--- config.mk ---
export PLATFORM = sky130hd
export DESIGN_NAME = tzft_thermal_ctrl
export DESIGN_NICKNAME = d
export VERILOG_FILES = /design/src/verilog/tzft_pkg.sv /design/src/verilog/tzft_sync.sv /design/src/verilog/tzft_thermal_ctrl.sv
export SDC_FILE = /design/constraint.sdc
export NUM_CORES = 1
export LEC_CHECK = 0
export ABC_CLOCK_PERIOD_IN_PS = 3180
export BUFFER_PORTS_ARGS = -buffer_cell sky130_fd_sc_hd__buf_2
export CAP_MARGIN = 20
export CORE_UTILIZATION = 54
export CTS_CLUSTER_DIAMETER = 150
export CTS_CLUSTER_SIZE = 40
export DETAILED_ROUTE_END_ITERATION = 7
export PLACE_DENSITY = 0.86
export SYNTH_ARGS = -nofsm -noshare
export SYNTH_HDL_FRONTEND = slang
export SYNTH_SLANG_ARGS = --single-unit
--- constraint.sdc ---
create_clock -name sys_clk -period 3.18 [get_ports sys_clk]
set_clock_uncertainty 0.15 [all_clocks]
set_input_delay 0.159 -clock sys_clk [delete_from_list [all_inputs] [get_ports sys_clk]]
set_output_delay 0.159 -clock sys_clk [all_outputs]
set_load 0.05 [all_outputs]
--- src/verilog/tzft_pkg.sv ---
// shared constants, types and zone tables for the thermal zone fan throttle block
package tzft_pkg;

    // ----------------------------------------------------------------
    // timing
    // ----------------------------------------------------------------
    localparam int CLK_HZ = 20_000_000;
    localparam int I2C_HZ = 100_000;
    // four quarter phases per bus bit
    localparam int QTR_CYCLES = CLK_HZ / (4 * I2C_HZ);
    localparam int POLL_MS = 10;
    localparam int POLL_CYCLES = (CLK_HZ / 1000) * POLL_MS;

    // ----------------------------------------------------------------
    // bus addresses, percent codes, zones
    // ----------------------------------------------------------------
    localparam logic [6:0] SENS_ADDR = 7'h48;
    localparam logic [6:0] FAN_ADDR = 7'h2c;
    localparam logic RD_BIT = 1'b1;
    localparam logic WR_BIT = 1'b0;
    localparam logic [6:0] PCT_FULL = 7'h64;
    localparam logic [6:0] PCT_OFF = 7'h00;
    localparam logic [6:0] CHARGE_FAN_PCT = 7'h28;
    localparam logic [3:0] ZONE_COOL = 4'h0;
    localparam logic [3:0] ZONE_STBY = 4'h7;
    localparam logic [3:0] ZONE_HIB = 4'h8;
    localparam logic [2:0] LAST_BIT = 3'h7;
    localparam logic [1:0] PH_LOW = 2'h0;
    localparam logic [1:0] PH_RISE = 2'h1;
    localparam logic [1:0] PH_HIGH = 2'h2;
    localparam logic [1:0] PH_FALL = 2'h3;

    typedef enum logic [2:0] {
        ST_WAIT = 3'b000,
        ST_START = 3'b001,
        ST_TX = 3'b010,
        ST_RXACK = 3'b011,
        ST_RX = 3'b100,
        ST_TXACK = 3'b101,
        ST_STOP = 3'b110
    } tzft_state_t;

    // ----------------------------------------------------------------
    // zone table
    // ----------------------------------------------------------------
    function automatic logic signed [7:0] zoneLo(input logic [3:0] z);
        case (z)
            4'h0: zoneLo = 8'sh80; // most negative reading, -128
            4'h1: zoneLo = 8'sd55;
            4'h2: zoneLo = 8'sd61;
            4'h3: zoneLo = 8'sd66;
            4'h4: zoneLo = 8'sd70;
            4'h5: zoneLo = 8'sd77;
            4'h6: zoneLo = 8'sd84;
            default: zoneLo = 8'sd86;
        endcase
    endfunction

    function automatic logic signed [7:0] zoneHi(input logic [3:0] z);
        case (z)
            4'h0: zoneHi = 8'sd60;
            4'h1: zoneHi = 8'sd65;
            4'h2: zoneHi = 8'sd69;
            4'h3: zoneHi = 8'sd73;
            4'h4: zoneHi = 8'sd79;
            4'h5: zoneHi = 8'sd86;
            4'h6: zoneHi = 8'sd88;
            4'h7: zoneHi = 8'sd95;
            default: zoneHi = 8'sd127;
        endcase
    endfunction

    function automatic logic [6:0] zoneFan(input logic [3:0] z);
        case (z)
            4'h1: zoneFan = 7'h28;
            4'h2: zoneFan = 7'h32;
            4'h3: zoneFan = 7'h3c;
            4'h4: zoneFan = 7'h46;
            4'h5: zoneFan = 7'h5a;
            4'h6: zoneFan = 7'h64;
            4'h7: zoneFan = 7'h64;
            default: zoneFan = 7'h00;
        endcase
    endfunction

    function automatic logic [6:0] zoneCpu(input logic [3:0] z);
        case (z)
            4'h5: zoneCpu = 7'h4b;
            4'h6: zoneCpu = 7'h32;
            4'h7: zoneCpu = 7'h32;
            4'h8: zoneCpu = 7'h32;
            default: zoneCpu = 7'h64;
        endcase
    endfunction

endpackage

--- src/verilog/tzft_sync.sv ---
// two flip-flop synchroniser for asynchronous level inputs
`timescale 1ns/1ps
module tzft_sync #(
    parameter int WIDTH = 1
) (
    input wire logic sys_clk,
    input wire logic rst_n,
    input wire logic [WIDTH-1:0] asyncIn,
    output logic [WIDTH-1:0] syncOut
);
    logic [WIDTH-1:0] meta_q;
    logic [WIDTH-1:0] meta_d;
    logic [WIDTH-1:0] sync_d;

    always_comb
    begin
        meta_d = asyncIn;
        sync_d = meta_q;
    end

    always_ff @(posedge sys_clk or negedge rst_n)
    begin
        if (!rst_n)
        begin
            meta_q <= '0;
            syncOut <= '0;
        end
        else
        begin
            meta_q <= meta_d;
            syncOut <= sync_d;
        end
    end
endmodule

--- src/verilog/tzft_thermal_ctrl.sv ---
// thermal zone controller: bus master to sensor and fan, zone tracking, throttle and power requests
// Function
// - controller is master of the two-wire bus, driving fan device and temperature sensor.
// - temperature read from the module sensor is forwarded to the host.
// - while a battery charges the fan is turned on at 40 percent or more in every zone except eight, where it is off.
// - processor throttling only when fan is at full speed and still too hot.
// - each of nine zones has its own low and high threshold, overlapping.
// - zone zero covers -128 to 60, full processor speed, fan off.
// - zones one to four keep full speed, fan 40, 50, 60, 70 percent.
// - zone five runs fan 90 and throttles to 75 only once the fan is at 100; zone six to 50, fan 100.
// - zone seven, 86 to 95, requests standby with fan at 100 percent.
// - zone eight requests hibernation with fan off, else power off.
// - hibernation is requested only when hibernation has been enabled.
`timescale 1ns/1ps
module tzft_thermal_ctrl #(
    parameter int POLL_CYCLES = tzft_pkg::POLL_CYCLES
) (
    input wire logic sys_clk,
    input wire logic rst_n,
    input wire logic sclIn,
    output logic sclOut,
    output logic sclOe,
    input wire logic sdaIn,
    output logic sdaOut,
    output logic sdaOe,
    input wire logic charging,
    input wire logic hibEnable,
    input wire logic [6:0] hostFanPct,
    input wire logic hostFanStb,
    output logic [7:0] tempToHost,
    output logic tempValid,
    output logic [3:0] zone,
    output logic [6:0] fanPct,
    output logic [6:0] cpuPct,
    output logic throttle,
    output logic standbyReq,
    output logic hibernateReq,
    output logic powerOffReq,
    output logic busErr
);
    localparam int QW = $clog2(tzft_pkg::QTR_CYCLES);
    localparam int PW = $clog2(POLL_CYCLES);

    // ----------------------------------------------------------------
    // input synchronisers
    // ----------------------------------------------------------------
    logic [3:0] syncVec;
    logic sclS;
    logic sdaS;
    logic chargeS;
    logic hibEnS;

    tzft_sync #(.WIDTH(4)) u_sync (
        .sys_clk(sys_clk),
        .rst_n(rst_n),
        .asyncIn({sclIn, sdaIn, charging, hibEnable}),
        .syncOut(syncVec)
    );
    assign {sclS, sdaS, chargeS, hibEnS} = syncVec;

    // ----------------------------------------------------------------
    // bus master
    // ----------------------------------------------------------------
    tzft_pkg::tzft_state_t state_q, state_d;
    logic [QW-1:0] qtrCnt_q, qtrCnt_d;
    logic [PW-1:0] pollCnt_q, pollCnt_d;
    logic [1:0] ph_q, ph_d;
    logic [2:0] bitCnt_q, bitCnt_d;
    logic [7:0] shift_q, shift_d;
    logic txnWr_q, txnWr_d;
    logic dataSent_q, dataSent_d;
    logic ackBad_q, ackBad_d;
    logic sclOe_d, sdaOe_d;
    logic busErr_d;
    logic [7:0] temp_d;
    logic tempValid_d;
    logic tick;
    logic [1:0] phNext;
    logic [7:0] addrByte;
    logic [7:0] fanByte;

    always_comb
    begin
        tick = (qtrCnt_q == QW'(tzft_pkg::QTR_CYCLES - 1));
        phNext = ph_q + 2'h1;
        addrByte = txnWr_q ? {tzft_pkg::FAN_ADDR, tzft_pkg::WR_BIT}
                           : {tzft_pkg::SENS_ADDR, tzft_pkg::RD_BIT};
        fanByte = {1'b0, fanPct};
        state_d = state_q;
        qtrCnt_d = tick ? '0 : qtrCnt_q + QW'(1);
        pollCnt_d = pollCnt_q;
        ph_d = ph_q;
        bitCnt_d = bitCnt_q;
        shift_d = shift_q;
        txnWr_d = txnWr_q;
        dataSent_d = dataSent_q;
        ackBad_d = ackBad_q;
        sclOe_d = sclOe;
        sdaOe_d = sdaOe;
        busErr_d = busErr;
        temp_d = tempToHost;
        tempValid_d = 1'b0;
        if (state_q == tzft_pkg::ST_WAIT)
        begin
            sclOe_d = 1'b0;
            sdaOe_d = 1'b0;
            if (pollCnt_q != PW'(POLL_CYCLES - 1))
                pollCnt_d = pollCnt_q + PW'(1);
            else if (tick)
            begin
                state_d = tzft_pkg::ST_START;
                ph_d = tzft_pkg::PH_LOW;
                txnWr_d = 1'b0;
            end
        end
        // a slave holding the clock low stretches the rise phase, delaying the high phase
        else if (tick && !(phNext == tzft_pkg::PH_HIGH && !sclS))
        begin
            ph_d = phNext;
            if (phNext == tzft_pkg::PH_RISE)
                sclOe_d = 1'b0;
            if (phNext == tzft_pkg::PH_FALL && state_q != tzft_pkg::ST_STOP)
                sclOe_d = 1'b1;
            case (state_q)
                tzft_pkg::ST_START:
                begin
                    // data falls while clock is high: start condition
                    if (phNext == tzft_pkg::PH_RISE)
                        sdaOe_d = 1'b1;
                    if (phNext == tzft_pkg::PH_LOW)
                    begin
                        state_d = tzft_pkg::ST_TX;
                        shift_d = addrByte;
                        bitCnt_d = '0;
                        dataSent_d = 1'b0;
                        sdaOe_d = ~addrByte[7];
                    end
                end
                tzft_pkg::ST_TX:
                begin
                    if (phNext == tzft_pkg::PH_LOW)
                    begin
                        if (bitCnt_q == tzft_pkg::LAST_BIT)
                        begin
                            state_d = tzft_pkg::ST_RXACK;
                            sdaOe_d = 1'b0;
                        end
                        else
                        begin
                            bitCnt_d = bitCnt_q + 3'h1;
                            shift_d = {shift_q[6:0], 1'b0};
                            sdaOe_d = ~shift_q[6];
                        end
                    end
                end
                tzft_pkg::ST_RXACK:
                begin
                    if (phNext == tzft_pkg::PH_HIGH)
                        ackBad_d = sdaS;
                    if (phNext == tzft_pkg::PH_LOW)
                    begin
                        bitCnt_d = '0;
                        if (ackBad_q)
                        begin
                            busErr_d = 1'b1;
                            state_d = tzft_pkg::ST_STOP;
                            sdaOe_d = 1'b1;
                        end
                        else if (!txnWr_q)
                        begin
                            state_d = tzft_pkg::ST_RX;
                            sdaOe_d = 1'b0;
                        end
                        else if (!dataSent_q)
                        begin
                            // fan setting goes out as the data byte
                            state_d = tzft_pkg::ST_TX;
                            shift_d = fanByte;
                            dataSent_d = 1'b1;
                            sdaOe_d = ~fanByte[7];
                        end
                        else
                        begin
                            state_d = tzft_pkg::ST_STOP;
                            sdaOe_d = 1'b1;
                        end
                    end
                end
                tzft_pkg::ST_RX:
                begin
                    if (phNext == tzft_pkg::PH_HIGH)
                        shift_d = {shift_q[6:0], sdaS};
                    if (phNext == tzft_pkg::PH_LOW)
                    begin
                        if (bitCnt_q == tzft_pkg::LAST_BIT)
                        begin
                            state_d = tzft_pkg::ST_TXACK;
                            sdaOe_d = 1'b0;
                            temp_d = shift_q;
                            tempValid_d = 1'b1;
                        end
                        else
                            bitCnt_d = bitCnt_q + 3'h1;
                    end
                end
                tzft_pkg::ST_TXACK:
                begin
                    // single byte read: released data line is the nack
                    if (phNext == tzft_pkg::PH_LOW)
                    begin
                        state_d = tzft_pkg::ST_STOP;
                        sdaOe_d = 1'b1;
                    end
                end
                tzft_pkg::ST_STOP:
                begin
                    if (phNext == tzft_pkg::PH_HIGH)
                        sdaOe_d = 1'b0;
                    if (phNext == tzft_pkg::PH_LOW)
                    begin
                        if (!txnWr_q)
                        begin
                            state_d = tzft_pkg::ST_START;
                            txnWr_d = 1'b1;
                        end
                        else
                        begin
                            state_d = tzft_pkg::ST_WAIT;
                            pollCnt_d = '0;
                            if (!ackBad_q)
                                busErr_d = 1'b0;
                        end
                    end
                end
                default:
                    state_d = tzft_pkg::ST_WAIT;
            endcase
        end
    end

    always_ff @(posedge sys_clk or negedge rst_n)
    begin
        if (!rst_n)
        begin
            state_q <= tzft_pkg::ST_WAIT;
            qtrCnt_q <= '0;
            pollCnt_q <= '0;
            ph_q <= '0;
            bitCnt_q <= '0;
            shift_q <= '0;
            txnWr_q <= 1'b0;
            dataSent_q <= 1'b0;
            ackBad_q <= 1'b0;
            sclOe <= 1'b0;
            sdaOe <= 1'b0;
            sclOut <= 1'b0;
            sdaOut <= 1'b0;
            busErr <= 1'b0;
            tempToHost <= '0;
            tempValid <= 1'b0;
        end
        else
        begin
            state_q <= state_d;
            qtrCnt_q <= qtrCnt_d;
            pollCnt_q <= pollCnt_d;
            ph_q <= ph_d;
            bitCnt_q <= bitCnt_d;
            shift_q <= shift_d;
            txnWr_q <= txnWr_d;
            dataSent_q <= dataSent_d;
            ackBad_q <= ackBad_d;
            sclOe <= sclOe_d;
            sdaOe <= sdaOe_d;
            sclOut <= 1'b0;
            sdaOut <= 1'b0;
            busErr <= busErr_d;
            tempToHost <= temp_d;
            tempValid <= tempValid_d;
        end
    end

    // ----------------------------------------------------------------
    // zone tracking and thermal actions
    // ----------------------------------------------------------------
    logic [3:0] zone_d;
    logic [6:0] hostFan_q, hostFan_d;
    logic [6:0] fan_d, cpu_d, cpuZone;
    logic throttle_d, standby_d, hib_d, pwrOff_d;
    logic signed [7:0] tempS;

    always_comb
    begin
        tempS = $signed(tempToHost);
        zone_d = zone;
        // overlapping thresholds give hysteresis, one zone per sample
        if (tempValid)
        begin
            if (zone != tzft_pkg::ZONE_HIB && tempS > tzft_pkg::zoneHi(zone))
                zone_d = zone + 4'h1;
            else if (zone != tzft_pkg::ZONE_COOL && tempS < tzft_pkg::zoneLo(zone))
                zone_d = zone - 4'h1;
        end
        hostFan_d = hostFan_q;
        if (hostFanStb)
            hostFan_d = (hostFanPct > tzft_pkg::PCT_FULL) ? tzft_pkg::PCT_FULL : hostFanPct;
        // the table setting is a floor under the host choice
        fan_d = (hostFan_q > tzft_pkg::zoneFan(zone)) ? hostFan_q : tzft_pkg::zoneFan(zone);
        if (chargeS && fan_d < tzft_pkg::CHARGE_FAN_PCT)
            fan_d = tzft_pkg::CHARGE_FAN_PCT;
        if (zone == tzft_pkg::ZONE_HIB)
            fan_d = tzft_pkg::PCT_OFF;
        cpuZone = tzft_pkg::zoneCpu(zone);
        throttle_d = (cpuZone != tzft_pkg::PCT_FULL) && (fan_d == tzft_pkg::PCT_FULL);
        cpu_d = throttle_d ? cpuZone : tzft_pkg::PCT_FULL;
        standby_d = (zone == tzft_pkg::ZONE_STBY);
        hib_d = (zone == tzft_pkg::ZONE_HIB) && hibEnS;
        pwrOff_d = (zone == tzft_pkg::ZONE_HIB) && !hibEnS;
    end

    always_ff @(posedge sys_clk or negedge rst_n)
    begin
        if (!rst_n)
        begin
            zone <= tzft_pkg::ZONE_COOL;
            hostFan_q <= tzft_pkg::PCT_OFF;
            fanPct <= tzft_pkg::PCT_OFF;
            cpuPct <= tzft_pkg::PCT_FULL;
            throttle <= 1'b0;
            standbyReq <= 1'b0;
            hibernateReq <= 1'b0;
            powerOffReq <= 1'b0;
        end
        else
        begin
            zone <= zone_d;
            hostFan_q <= hostFan_d;
            fanPct <= fan_d;
            cpuPct <= cpu_d;
            throttle <= throttle_d;
            standbyReq <= standby_d;
            hibernateReq <= hib_d;
            powerOffReq <= pwrOff_d;
        end
    end
endmodule

==> results of run 1 <==
worst max-delay path: stages, from the launching register on:
cell      delay, ps
dfrtp_4         540
ha_2            270
buf_4           160
a21oi_2         230
ha_1            290
a211o_1         280
o211ai_1        220
a31oi_4         200
or3_1           460
a221oi_1        300
area by class of cell:
type / count / area share, %
inverters: 31 / 1.86
multi-input cells: 424 / 48.1
repair buffers: 108 / 11.3
well taps: 133 / 2.45
clock buffers: 9 / 1.82
clock inverters: 7 / 0.865
flip-flops and latches: 91 / 33.7
placed cells by master (no fill, tap or decap), types with 18 or more instances in the layout:
master / count
mux2i_1: 19
dlygate4sd3_1: 23
dfrtp_1: 84
buf_2: 46
nand2_1: 46
ha_1: 31
inv_1: 26
buf_4: 38
o21ai_0: 23
nor2_1: 37
nand2b_1: 18
a21oi_1: 25
power breakdown:
part	total, mW	switching (mW)	internal [mW]
registers	1.21	0.0274	1.18
clock network	0.740	0.443	0.298
logic	0.268	0.167	0.101
total	2.22	0.637	1.58
state kept, by name (all words and copies together) (netlist names), 2 cells and up:
register	count
cpuPct	6
shift_q	8
bitCnt_q	3
fanPct	7
ph_q	2
hostFan_q	7
qtrCnt_q	6
u_sync.syncOut	4
pollCnt_q	18
u_sync.meta_q	4
state_q	3
zone	4
tempToHost	8
final timing paths:
path / startpoint / endpoint / slack [ps] / cells after the start
max in group asynchronous: rst_n / fanPct[1] / 1870 / 3
hold / removal: u_sync.meta_q[1] / u_sync.syncOut[1] / 210 / 0
min in group asynchronous: rst_n / qtrCnt_q[5] / 290 / 2
hold reg to reg: u_sync.meta_q[1] / u_sync.syncOut[1] / 210 / 0
setup / recovery: zone[0] / fanPct[1] / -40 / 9
setup reg to reg: zone[0] / fanPct[1] / -40 / 9
repair_timing:
item | in CTS | in global routing
endpoints found under the setup margin | 8 | 8
pin swaps | 2 | 7
hold buffers | 23 | 0
gates cloned | 0 | 0
gates resized for setup | 5 | 13
setup buffers | 8 | 9
hold endpoints to repair | 77 | 0
through the flow:
step,cell area (sq um),utilization [%]
6_report,6800,68.6
4_1_cts,6680,67.4
5_1_grt,6800,68.6
3_3_place_gp,6180,62.4
3_5_place_dp,6180,62.4
2_1_floorplan,5770,-
metal layers:
| layer | track usage (%) | wire [um] | vias to the layer above |
|---|---|---|---|
| met5 | 0 | 0 | - |
| met4 | 7.65 | 253 | 0 |
| met3 | 4.39 | 544 | 27 |
| met2 | 46.3 | 6910 | 143 |
| met1 | 30.9 | 5640 | 2335 |
| li1 | - | - | 2262 |
cell families after synthesis:
logic type / after synthesis / synth area share [%]
simple gates: 202 / 20.2
compound gates: 136 / 17.7
mux: 41 / 7.78
buf+inv: 60 / 4.44
other cells: 1 / 0.0668
xor+xnor: 5 / 0.781
fa+ha+maj: 38 / 8.39
flops: 91 / 40.7
==> impl_metrics.csv, run 1 <==
group,metric,value,unit
cells_and_area,regArea,0.00229,sq mm
routing,drtIter0Drc,263,
global_routing,grt.total_usage,25.5,%
power_and_ir_drop,finalPower,2.22,mW
timing,worst_slew_pin_slew,889,ps
critical_path,crit_required,3290,ps
clock_tree,htreeDepth,3,
timing,fmaxAchievable,311,MHz
clock_tree,cts_buffers,9,
synthesis,synth-seq-cells,91,
critical_path,crit_type,"reg -> reg",
floorplan,rows,36,
synthesis,synth_warnings,0,
run_status,outcome,"finished with violations",
place,dp_cells,747,
synthesis,ys_seq_area_share,40.7,%
timing,period_share,101,%
clock_tree,clkLatencyLatePin,380,ps
synthesis,yosysTopAreaCell,"dfrtp_1",
timing,max_slew_margin,40.8,%
cells_and_area,fillers,743,
global_routing,grt_pass1_wl,22300,um
critical_path,cp_max_fo,7,
cells_and_area,area_growth,21.2,%
timing,hold_viol_final,0,
floorplan,dieArea,0.0108,sq mm
worst_hold_path,hold_path.class,"reg -> reg",
timing,slew_viol_final,0,
cells_and_area,fin_cells,803,
routing,wirelength,13300,um
cells_and_area,drive_above_1_share,23.9,%
synthesis,synth_area_leaders,"dfrtp_1, ha_1, mux2i_1",
place,gp_congestion,0.938,
flow_run,maxCapViolCount,0,
floorplan,start_util,56.6,%
power_and_ir_drop,ir_worst_vdd,0.000303,V
synthesis,synth_edf_count,0,
global_routing,grt_overflow,0,
synthesis,yosys.area.top_type_share,39.3,%
place,place_ws,-101,ps
cells_and_area,nets,715,
synthesis,async_flop_share,100,%
global_routing,grt_max_degree,72,
routing,route.detailed.drc,0,
synthesis,avgSynthCellArea,9.77,sq um
routing,antenna_left,0,
synthesis,netlist_area,0.00561,sq mm
clock_tree,cts_tree,"done",
clock_tree,numClockSinks,91,
synthesis,synth_most_common_cell,"dfrtp_1",
timing,whs,207,ps
synthesis,synth_cells,574,
timing,setup-violations-final,4,
synthesis,ys_top_cells_by_count,"dfrtp_1, nand2_1, nor2_1",
synthesis,ys.flop_type,"dfrtp_1",
global_routing,grt_pass1_vias,4791,
cells_and_area,multi_input_area,0.00327,sq mm
floorplan,fp.dieW,104,um
power_and_ir_drop,leakagePower,3.18,nW
place,io_buffer_count,47,
critical_path,cp-start-kind,"flop",
timing,tns,-69.4,ps
floorplan,io_pins,50,
floorplan,die_h,104,um
timing,fin_crit,3220,ps
critical_path,setup.worst_path.end_class,"flop",
run_status,violations,"negative setup slack",
cells_and_area,diodes,0,
clock_tree,clockBufferDepth,2,
critical_path,worstPathArrival,3330,ps
timing,setup_ws,-36.7,ps
routing,wl_per_cell,16.6,um
routing,dr.pass1.iters,7,
clock_tree,path_clk_slew,100,ps
synthesis,ys_types,79,
timing,rsz0062_at_grt,"yes",
floorplan,core,0.00991,sq mm
clock_tree,cts-root-buf,"clkbuf_8",
routing,viasPerCell,5.94,
routing,num_vias,4767,
place,hpwl,9320,um
power_and_ir_drop,power_density,327,mW/mm^2
global_routing,grt_antenna_before_repair,0,
Power figures use the tool's default switching activity.
==> inputs of run 2 (changes only) <==
--- a/config.mk
+++ b/config.mk
@@ -8,6 +8,7 @@
 export ABC_CLOCK_PERIOD_IN_PS = 3180
 export BUFFER_PORTS_ARGS = -buffer_cell sky130_fd_sc_hd__buf_2
 export CAP_MARGIN = 20
+export CORE_MARGIN = 1.5
 export CORE_UTILIZATION = 54
 export CTS_CLUSTER_DIAMETER = 150
 export CTS_CLUSTER_SIZE = 40
@@ -16,3 +17,4 @@
 export SYNTH_ARGS = -nofsm -noshare
 export SYNTH_HDL_FRONTEND = slang
 export SYNTH_SLANG_ARGS = --single-unit
+export TNS_END_PERCENT = 5
==> run 2 against run 1 <==
The run now ends clean; critical path type unchanged; setup slack improved by 54 ps; critical endpoint is now cpuPct[5]; count of clock-buffer cells in the layout increased by 1; critical path depth increased by 2.
==> impl_metrics.csv, run 2 (synthesized netlist as in run 1, its figures left out) <==
group,metric,value,unit
run_status,outcome,"complete, no violations",
critical_path,path_buf_inv,2,
global_routing,grt_pass1_wl,22200,um
power_and_ir_drop,finalPower,2.47,mW
critical_path,crit_required,3310,ps
place,hpwl,9530,um
clock_tree,cts_tree,"done",
clock_tree,htreeDepth,3,
timing,worst_slew_pin_slew,779,ps
timing,fin_crit,3160,ps
routing,route.detailed.drc,0,
global_routing,grt_overflow,0,
cells_and_area,area_growth,25.1,%
floorplan,rows,37,
critical_path,cp_max_fo,5,
timing,whs,163,ps
global_routing,grt_max_degree,44,
routing,viasPerCell,5.95,
global_routing,grt.total_usage,25.0,%
place,place_ws,-90.7,ps
timing,setup-violations-final,0,
critical_path,cp-start-kind,"flop",
critical_path,crit_path_max_incr_delay,520,ps
cells_and_area,largest_reg_flops,18,
cells_and_area,top_regs,"pollCnt_q (18), shift_q (8), tempToHost (8)",
timing,slew_viol_final,0,
timing,rsz0062_at_grt,"yes",
cells_and_area,largest_register,"pollCnt_q",
critical_path,worstPathArrival,3290,ps
clock_tree,cts-root-buf,"clkbuf_8",
floorplan,core,0.0102,sq mm
timing,fmaxAchievable,316,MHz
place,gp_congestion,0.923,
worst_hold_path,hold_path.class,"in -> async",
critical_path,crit_path_cell_trace,"inv_4, ha_4, buf_6, nand2_1, a21o_1, ha_4, nand4_1, o21bai_4, a31oi_4, a32oi_2, or4b_1",
routing,wirelength,13900,um
place,io_buffer_count,47,
timing,setup_ws,17.4,ps
flow_run,maxCapViolCount,0,
critical_path,setup.worst_path.end_class,"flop",
critical_path,crit_type,"reg -> reg",
routing,num_vias,4850,
clock_tree,cts_buffers,9,
clock_tree,numClockSinks,91,
power_and_ir_drop,leakagePower,3.24,nW
clock_tree,clockBufferDepth,2,
floorplan,io_pins,50,
place,place_area,0.00619,sq mm
power_and_ir_drop,ir_worst_vdd,0.000245,V
timing,max_slew_margin,47.9,%
global_routing,grt_pass1_vias,4739,
cells_and_area,final_area,0.00702,sq mm
cells_and_area,nets,724,
timing,hold_viol_final,0,
critical_path,crit_top_cell,"ha_4",
cells_and_area,final_core_util,68.9,%
floorplan,dieArea,0.0110,sq mm
cells_and_area,final_cell_mix,"dfrtp_1, nand2_1, buf_2, buf_4, nor2_1",
global_routing,grt_antenna_before_repair,0,
timing,period_share,99.5,%
clock_tree,clkLatencyLatePin,370,ps
cells_and_area,diodes,0,
floorplan,fp.dieW,105,um
floorplan,start_util,55.1,%
power_and_ir_drop,power_density,352,mW/mm^2
clock_tree,path_clk_slew,100,ps
critical_path,cp_slowest_cell,"or4b_1",
routing,drtIter0Drc,212,
routing,antenna_left,0,
critical_path,critPathTopFamily,"compound AO/OA/AOI/OAI gates",
cells_and_area,layout_commonest_cell,"dfrtp_1",
cells_and_area,drive_above_1_share,26.8,%
floorplan,die_h,105,um
routing,dr.pass1.iters,5,
routing,wl_per_cell,17.1,um
## run 2: report_power, final
| group | internal, mW | switching (mW) | leakage (nW) |
|---|---|---|---|
| Clock | 0.525 | 0.439 | 0.113 |
| Combinational | 0.118 | 0.176 | 1.94 |
| Sequential | 1.18 | 0.0304 | 1.19 |
## run 2: what timing repair did
| action | CTS | global route |
|---|---|---|
| gates cloned | 0 | 0 |
| setup endpoints to repair | 4 | 15 |
| hold buffers | 23 | 0 |
| pin swaps | 2 | 19 |
| resized for setup | 7 | 43 |
| buffers inserted | 3 | 9 |
| hold endpoints to repair | 52 | 0 |
## run 2: final timing paths
path                                       start                end  slack [ps]  cells past startpoint
max in group asynchronous                  rst_n          cpuPct[2]        1870                      3
min in group sys_clk            u_sync.meta_q[1]  u_sync.syncOut[1]         210                      0
worst min-delay path                       rst_n        qtrCnt_q[2]         160                      2
worst max register to register           zone[1]          cpuPct[5]          20                     11
worst max-delay path                     zone[1]          cpuPct[5]          20                     11
worst min register to register  u_sync.meta_q[1]  u_sync.syncOut[1]         210                      0
## run 2: final cells by class
| class | instances | area, sq um |
|---|---|---|
| multi-input combinational | 424 | 3370 |
| fill | 763 | 3170 |
| sequential | 91 | 2290 |
| timing repair buffer | 117 | 832 |
| tap | 136 | 170 |
| clock buffer | 10 | 128 |
| inverter | 31 | 121 |
| clock inverter | 6 | 114 |
## run 2: layer usage
| metal | part of all wire [%] | global-route usage [%] | up-vias |
|---|---|---|---|
| li1 | - | - | 2276 |
| met1 | 40 | 30.0 | 2391 |
| met2 | 52 | 44.2 | 150 |
| met3 | 5.1 | 3.74 | 33 |
| met4 | 2.4 | 11.4 | 0 |
| met5 | 0 | 0 | - |
## run 2: per-stage QoR
stage,cells,TNS (ps)
final,815,0
after global placement,764,0
after floorplan,575,-183
after detailed placement,764,-228
after global routing,815,-799
after CTS,806,0
